===== config.mk =====
export PLATFORM = sky130hd
export DESIGN_NAME = sleep_idle_power_control
export DESIGN_NICKNAME = d
export VERILOG_FILES = /design/src/design/pwr_save_pkg.sv /design/src/design/sleep_idle_power_control.sv
export VERILOG_INCLUDE_DIRS = /design/src /design/src/design
export SDC_FILE = /design/constraint.sdc
export NUM_CORES = 1
export LEC_CHECK = 0
export ABC_AREA = 1
export BUFFER_PORTS_ARGS = -buffer_cell sky130_fd_sc_hd__buf_2
export CAP_MARGIN = 10
export CORE_ASPECT_RATIO = 1.4
export CORE_MARGIN = 5
export CORE_UTILIZATION = 39
export CTS_CLUSTER_DIAMETER = 30
export CTS_CLUSTER_SIZE = 40
export DETAILED_ROUTE_END_ITERATION = 8
export GPL_ROUTABILITY_DRIVEN = 0
export PLACE_DENSITY = 0.78
export RECOVER_POWER = 100
export SLEW_MARGIN = 20
export SYNTH_ARGS = -nofsm -noshare
export SYNTH_HDL_FRONTEND = slang
export SYNTH_SLANG_ARGS = --single-unit
export TNS_END_PERCENT = 50

===== constraint.sdc =====
create_clock -name core_clk -period 1.1 [get_ports core_clk]
set_input_delay 0.11 -clock core_clk [delete_from_list [all_inputs] [get_ports core_clk]]
set_output_delay 0.11 -clock core_clk [all_outputs]
set_load 0.05 [all_outputs]

===== src/design/pwr_save_regs.svh =====
/*
  Constants for the sleep and idle power controller: operand codes of the
  power-save instruction, field positions and reset values.
  Assumes it is included by its bare name from the package and the module.
*/
`ifndef PWR_SAVE_REGS_SVH
`define PWR_SAVE_REGS_SVH

// Operand codes of the power-save instruction
`define PS_OPERAND_W 8
`define PS_SLEEP_CODE 8'h00
`define PS_IDLE_CODE 8'h01

// New-oscillator-select field inside the oscillator control register
`define OSC_CTRL_W 16
`define NEW_OSCILLATOR_SELECT_LSB 8
`define NEW_OSCILLATOR_SELECT_MSB 10
`define NEW_OSCILLATOR_SELECT_W 3
`define OSC_SRC_RESET 3'h0

// Cycles the watchdog clear pulse leads sleep entry by
`define WDT_CLEAR_CYCLES 1

`endif


===== src/design/pwr_save_pkg.sv =====
/*
  Types shared by the sleep and idle power controller.
  Assumes the constants header is on the include path.
*/
`include "pwr_save_regs.svh"

package pwr_save_pkg;

  typedef enum logic [1:0] {
    ps_run,
    ps_clear_wdt,
    ps_sleep,
    ps_idle
  } power_state_t;

  // Wake-up sources, all sampled on core_clk
  typedef struct packed {
    logic irq;
    logic wdt_timeout;
    logic dev_reset;
  } wake_src_t;

  // Clock and enable outputs towards the rest of the chip
  typedef struct packed {
    logic cpu_clk_en;
    logic periph_clk_en;
    logic osc_enable;
    logic fscm_enable;
    logic low_power_rc_clock_enable;
    logic wdt_clear;
    logic async_wake_en;
    logic [`NEW_OSCILLATOR_SELECT_W-1:0] osc_select;
  } power_ctrl_t;

endpackage


===== src/design/sleep_idle_power_control.sv =====
/*
  Sleep and idle power controller: decodes the power-save instruction,
  gates CPU and peripheral clocks, stops the oscillator in sleep and
  wakes on an enabled interrupt, watchdog time-out or device reset.
  Assumes all inputs come from core_clk logic except pin_wake, which is
  an asynchronous pin-change notification and is synchronised here.
*/
// Behaviour
// - Sleep stops all system clocking and halts execution until a wake-up.
// - Idle halts CPU only; peripheral clocks keep running.
// - Low-power states entered only via the power-save instruction operand.
// - Wake on enabled interrupt, watchdog time-out or any device reset.
// - Sleep shuts down the selected clock source and on-chip oscillator.
// - Fail-safe clock monitor inactive throughout sleep.
// - Low-power RC clock keeps running in sleep when watchdog enabled.
// - Watchdog counter cleared just before entering sleep when enabled.
// - Pin change notification and external-clock peripherals may wake sleep.
// - Peripherals needing the system clock are disabled in sleep.
// - Wake from sleep resumes on the clock source selected at entry.
// - New oscillator select, bits 10:8, writable only when unlocked.
`timescale 1ns/1ns
`default_nettype none
`include "pwr_save_regs.svh"

module sleep_idle_power_control (
  input wire logic core_clk,
  input wire logic rst,
  input wire logic clk_en,
  input wire logic pwrsave_exec,
  input wire logic [`PS_OPERAND_W-1:0] pwrsave_operand,
  input wire logic osc_ctrl_wr,
  input wire logic [`OSC_CTRL_W-1:0] osc_ctrl_wdata,
  input wire logic clk_cfg_locked,
  input wire logic wdt_enabled,
  input wire logic fscm_cfg_en,
  input wire pwr_save_pkg::wake_src_t wake,
  input wire logic pin_wake,
  output logic cpu_clk_en,
  output logic periph_clk_en,
  output logic osc_enable,
  output logic fscm_enable,
  output logic low_power_rc_clock_enable,
  output logic wdt_clear,
  output logic async_wake_en,
  output logic [`NEW_OSCILLATOR_SELECT_W-1:0] osc_select,
  output logic resume_pulse,
  output logic [1:0] power_mode
);
  import pwr_save_pkg::*;

  //////////////////////////////////////////////////////////////////////////
  // State record

  typedef struct packed {
    power_state_t state;
    logic [`NEW_OSCILLATOR_SELECT_W-1:0] osc_sel;
    logic [`NEW_OSCILLATOR_SELECT_W-1:0] sleep_sel;
    logic pin_meta;
    logic pin_sync;
    logic resume;
    power_ctrl_t ctrl;
  } core_state_t;

  core_state_t cur;
  core_state_t next_cur;
  logic wake_any;

  //////////////////////////////////////////////////////////////////////////
  // Next-state logic

  // Pin wake only counts once synchronised
  assign wake_any = wake.irq | wake.wdt_timeout | wake.dev_reset | cur.pin_sync;

  always_comb begin
    next_cur = cur;
    next_cur.pin_meta = pin_wake;
    next_cur.pin_sync = cur.pin_meta;
    next_cur.resume = 1'b0;
    // Clock switch requests refused while the configuration is locked
    if (osc_ctrl_wr && !clk_cfg_locked && cur.state == ps_run) begin
      next_cur.osc_sel = osc_ctrl_wdata[`NEW_OSCILLATOR_SELECT_MSB:`NEW_OSCILLATOR_SELECT_LSB];
    end
    case (cur.state)
      ps_run: begin
        if (pwrsave_exec && pwrsave_operand == `PS_SLEEP_CODE) begin
          next_cur.sleep_sel = cur.osc_sel;
          next_cur.state = ps_clear_wdt;
        end else if (pwrsave_exec && pwrsave_operand == `PS_IDLE_CODE) begin
          next_cur.state = ps_idle;
        end
      end
      ps_clear_wdt: begin
        // Short prologue gives the watchdog its clear before the peripheral clocks and oscillator stop
        if (wake_any) begin
          next_cur.state = ps_run;
          next_cur.resume = 1'b1;
        end else begin
          next_cur.state = ps_sleep;
        end
      end
      ps_sleep: begin
        if (wake_any) begin
          next_cur.osc_sel = cur.sleep_sel;
          next_cur.state = ps_run;
          next_cur.resume = 1'b1;
        end
      end
      ps_idle: begin
        if (wake_any) begin
          next_cur.state = ps_run;
          next_cur.resume = 1'b1;
        end
      end
      default: begin
        next_cur.state = ps_run;
      end
    endcase
    // Outputs follow the next state so they stay registered
    next_cur.ctrl.cpu_clk_en = (next_cur.state == ps_run);
    next_cur.ctrl.periph_clk_en = (next_cur.state != ps_sleep);
    next_cur.ctrl.osc_enable = (next_cur.state != ps_sleep);
    next_cur.ctrl.fscm_enable = fscm_cfg_en && (next_cur.state != ps_sleep);
    next_cur.ctrl.low_power_rc_clock_enable = wdt_enabled;
    next_cur.ctrl.wdt_clear = wdt_enabled && (next_cur.state == ps_clear_wdt);
    next_cur.ctrl.async_wake_en = (next_cur.state == ps_sleep);
    next_cur.ctrl.osc_select = next_cur.osc_sel;
  end

  //////////////////////////////////////////////////////////////////////////
  // State register; clock enable freezes everything

  always_ff @(posedge core_clk or posedge rst) begin
    if (rst) begin
      cur <= '{state: ps_run, osc_sel: `OSC_SRC_RESET, sleep_sel: `OSC_SRC_RESET,
               pin_meta: 1'b0, pin_sync: 1'b0, resume: 1'b0,
               ctrl: '{cpu_clk_en: 1'b1, periph_clk_en: 1'b1, osc_enable: 1'b1,
                       fscm_enable: 1'b0, low_power_rc_clock_enable: 1'b0, wdt_clear: 1'b0,
                       async_wake_en: 1'b0, osc_select: `OSC_SRC_RESET}};
    end else if (clk_en) begin
      cur <= next_cur;
    end
  end

  // Outputs straight from the state record
  assign cpu_clk_en = cur.ctrl.cpu_clk_en;
  assign periph_clk_en = cur.ctrl.periph_clk_en;
  assign osc_enable = cur.ctrl.osc_enable;
  assign fscm_enable = cur.ctrl.fscm_enable;
  assign low_power_rc_clock_enable = cur.ctrl.low_power_rc_clock_enable;
  assign wdt_clear = cur.ctrl.wdt_clear;
  assign async_wake_en = cur.ctrl.async_wake_en;
  assign osc_select = cur.ctrl.osc_select;
  assign resume_pulse = cur.resume;
  assign power_mode = cur.state;
endmodule // sleep_idle_power_control
`default_nettype wire


# Yosys cells after proc, flatten, opt, wreduce, memory -nomap -nowiden
# Cells that the tools add are included.
# W data, S select, Z words.
# op_classes
n_eq_ne	7
mux	10
bitwise	3
reduce_logical	12
# op_table
operator	n
$eq A8 B1 Y1 const B	1
$logic_not A8 Y1	1
$mux W2	4
$pmux W2 S4	1
$eq A2 B2 Y1 const B	3
$logic_and A1 B1 Y1	6
$mux W3	2
$mux W5	1
$eq A2 B1 Y1 const B	2
$logic_not A2 Y1	2
$or A1 B1 Y1	3
$reduce_and A3 Y1	1
$reduce_or A3 Y1	1
$mux W1	2
$ne A2 B2 Y1 const B	1
$logic_not A1 Y1	1
# word_totals
regBits	17
wordCells	44

# Longest topological paths before layout
# depth
depth_word	8
ltp_mapped	8
mapped_depth_nobuf	8

# Least setup slack after synthesis
# OpenSTA, ideal clock, no wires.
# synth_timing
kind	register to register
start	register cur, in the netlist power_mode[1]
end	register cur, in the netlist osc_select[0]
setup_ps	120
arrival_ps	1034
required_ps	980
slack_ps	-53
path_stages_with_launch	7
n_path_buf	0
synth_period_minus_slack_ps	1153
cell_sequence	dfrtp_1 nor2_2 nand3b_2 o21ai_0 nand3_1 o21ai_0 inv_1
# synth_between
elab_chain_cells	5
word_cells_on_any_way	6
# synth_lines
element	line	rtl
from (decl)	sleep_idle_power_control.sv:64	core_state_t cur;
from (signal assigned)	sleep_idle_power_control.sv:134	cur <= '{state: ps_run, osc_sel: `OSC_SRC_RESET, sleep_sel: `OSC_SRC_RESET,
from (signal assigned)	sleep_idle_power_control.sv:140	cur <= next_cur;
$logic_not A2 Y1	sleep_idle_power_control.sv:80	if (osc_ctrl_wr && !clk_cfg_locked && cur.state == ps_run) begin
$logic_and A1 B1 Y1	sleep_idle_power_control.sv:80	
$mux W3	sleep_idle_power_control.sv:80	
$mux W5	sleep_idle_power_control.sv:102	if (wake_any) begin
$mux W3 (*)	sleep_idle_power_control.sv:83	case (cur.state)
# Mark *: on every way between the ends. The rest lies on a longest branch, timed or not.
# A chain may end at the register's enable or synchronous reset.

# Worst setup path after layout
# layout_timing
start	register cur, in the netlist power_mode[0]
end	register cur, in the netlist async_wake_en
# layout_between
elab_chain_cells	4
word_cells_on_any_way	10
# layout_lines
element	line	rtl
$mux W2	sleep_idle_power_control.sv:88	end else if (pwrsave_exec && pwrsave_operand == `PS_IDLE_CODE) begin
$mux W2	sleep_idle_power_control.sv:85	if (pwrsave_exec && pwrsave_operand == `PS_SLEEP_CODE) begin
$pmux W2 S4 (*)	sleep_idle_power_control.sv:83	
$eq A2 B2 Y1 (*)	sleep_idle_power_control.sv:125	next_cur.ctrl.async_wake_en = (next_cur.state == ps_sleep);
# Marks and branches as above.

==> reports/results.ini <==
[run_status]
status = complete, but fails checks
violations = negative setup slack

[clock_tree]
htree_levels = 1
cts_tree = yes
clock_latency_ns = 0.30
cts-root-buf = clkbuf_4
numClockSinks = 17
clkTransAtPathRegs_ns = 0.11
cts_max_path_buffers = 2
cts_made_buffers = 3

[routing]
drc = 0
vias_per_cell = 5.073
first_iter_violations = 12
drt-total-wl_um = 2223
ant_nets = 0
wire_per_inst_um = 12.42
vias = 908
dr.pass1.iters = 5

[sta]
timing_hold_violations_final = 0
final_max_slew_viol_count = 0
fin_skew_ns = 0.007466
fin_crit_sh_pct = 112.1
setup_viol = 19
worst_hold_slack_ns = 0.01041
setup_ws_ns = -0.1332
grt_setup_unrepaired = true
fmax_mhz = 810.9
period_minus_slack_ns = 1.233
worstMarginPinSlew_ns = 0.4038
timing.slew.headroom_pct = 73.05

[die]
io_pins = 49
start_util_pct = 40.98
core-area_mm2 = 0.002177
rows = 20
die-width_um = 50.42
dieArea_mm2 = 0.003357
die_y_um = 66.59

[global_route]
grt_pass1_wl_um = 3781
antenna_found_initial = 0
grt_pass1_vias = 904
grt-ovfl-total = 0
grt_max_degree = 14
gr-usage-all-layers_pct = 14.20

[layout]
layout_commonest_cell = nand2_1
nets = 194
syn_to_final_growth_pct = 36.89
num_antenna_cells = 0
drive_above_1_share_pct = 42.04
final_cell_mix = 27 x nand2_1, 25 x buf_2, 15 x inv_1, 13 x dfrtp_1, 11 x nand3_1
design_area_mm2 = 0.001221

[setup_path]
slowest_stage = dfrtp_2
cpMostUsedCell = nor2_1
crit_path_end_kind = register
cp_cell_sequence = buf_4 -> nand2_1 -> nor2_1 -> nor2_1 -> nand3_1 -> o21ai_1
worst_ep_required_time_ns = 1.32
cp-start-kind = register
critPathMaxStageDelay_ns = 0.47
critPathKind = reg -> reg
critical-path-top-delay-family = flip-flops
r2r_cells = 6
critPathArrivalTime_ns = 1.45
cp_num_buf_inv = 1
path_max_fanout = 5
crit_cells = 6

[yosys]
syn_area_um2 = 892.1
yosys.area.top_type = dfrtp_1
yosysUniqueCellTypes = 19
yosys_warnings = 0
synth_seq_area_share_pct = 47.97
synth_top_area_share_pct = 42.08
synth_area_leaders = dfrtp_1 42%, nand2_1 13%, nand3_1 6.7%, o21ai_0 6.7%, inv_1 6.3%
syn_inst = 117
synthesis.nets = 153
syn_avg_cell_area_um2 = 7.625
synth_seq_cells = 17

[place]
io_buffers = 35
dp_hpwl_um = 1748
dpl_cell_area_mm2 = 0.001111
dp_slack_ns = -0.1475

[power]
power.density_mw_per_mm2 = 1481
peakVddDrop_mv = 0.9308
total_leakage_power_nw = 0.6686
power_mw = 1.808

[worst_hold_path]
holdPathStages = 3
min_path_type = in -> reg

[run]
maxCapViolations = 0

## flip-flops by register name (all words and copies together) (netlist names)
name                       cells
osc_enable                     1
resume_pulse                   1
wdt_clear                      1
async_wake_en                  1
cur                            5
cpu_clk_en                     1
low_power_rc_clock_enable      1
osc_select                     3
power_mode                     2
fscm_enable                    1
## cell usage after synthesis
cell type  number
a21oi_2         1
buf_1           1
buf_4           6
clkbuf_1        1
dfrtp_1        15
dfstp_2         2
inv_1          15
inv_2           1
nand2_1        32
nand3_1        12
nand3b_2        1
nand4_1         2
nor2_1         10
nor2_2          2
nor3_2          1
o21a_1          1
o21ai_0        12
o21ai_1         1
o22ai_1         1
## layout make-up
class | instances | area [µm²]
flip-flops and latches | 17 | 430.4
well taps | 22 | 27.53
multi-input cells | 76 | 396.6
repair buffers | 44 | 279.0
fillers | 205 | 955.9
clock inverters | 1 | 5.005
inverters | 16 | 60.06
clock buffers | 3 | 22.52
## layer usage
| layer | wire length [µm] | vias up | track usage, % |
|---|---|---|---|
| li1 | - | 445 | - |
| met1 | 811 | 422 | 15.03 |
| met2 | 1218 | 35 | 25.94 |
| met3 | 157 | 6 | 2.908 |
| met4 | 37 | 0 | 7.029 |
| met5 | 0 | - | 0 |
## worst min-delay path: cells and delay by family
kind                   cells  cell delay (ns)
buffers and inverters      1             0.07
and+or+nand+nor            2             0.10
## path summary, 6_finish.rpt
check,start,end,slack [ns]
hold / removal,pin_wake,cur[12],0.01
setup reg to reg,power_mode[0],async_wake_en,-0.13
max in group asynchronous,rst,power_mode[1],0.23
hold reg to reg,low_power_rc_clock_enable,low_power_rc_clock_enable,0.48
setup / recovery,power_mode[0],async_wake_en,-0.13
min in group asynchronous,rst,cur[11],0.32
## logic make-up (layout without fill, tap and decap cells)
logic type / count (synthesis) / after routing / synth area share, %
buffers and inverters: 24 / 64 / 12.62
and+or+nand+nor: 60 / 60 / 29.59
DFF: 17 / 17 / 47.97
AOI/OAI and AO/OA: 16 / 16 / 9.818
## power by group
part / switching (mW) / total (mW) / internal (mW)
registers: 0.0645 / 0.773 / 0.708
logic: 0.454 / 0.690 / 0.236
clock network: 0.210 / 0.345 / 0.135
total: 0.728 / 1.81 / 1.08
## metrics by stage
step                utilization, %  instances   TNS [ns]
finish                       56.09        179     -1.357
global route                 56.09        179     -2.648
CTS                          55.34        178     -1.475
detailed placement           51.03        172     -1.272
global placement             51.03        172    -0.9013
floorplan                        -        117  -0.008578
## what timing repair did
item | in CTS | in global routing
pin swaps | 10 | 3
hold buffers | 1 | 0
setup buffers | 1 | 1
hold endpoints to repair | 8 | 0
endpoints found under the setup margin | 19 | 22
gates resized for setup | 21 | 7
Note: power is estimated with default switching activity, not from simulation.
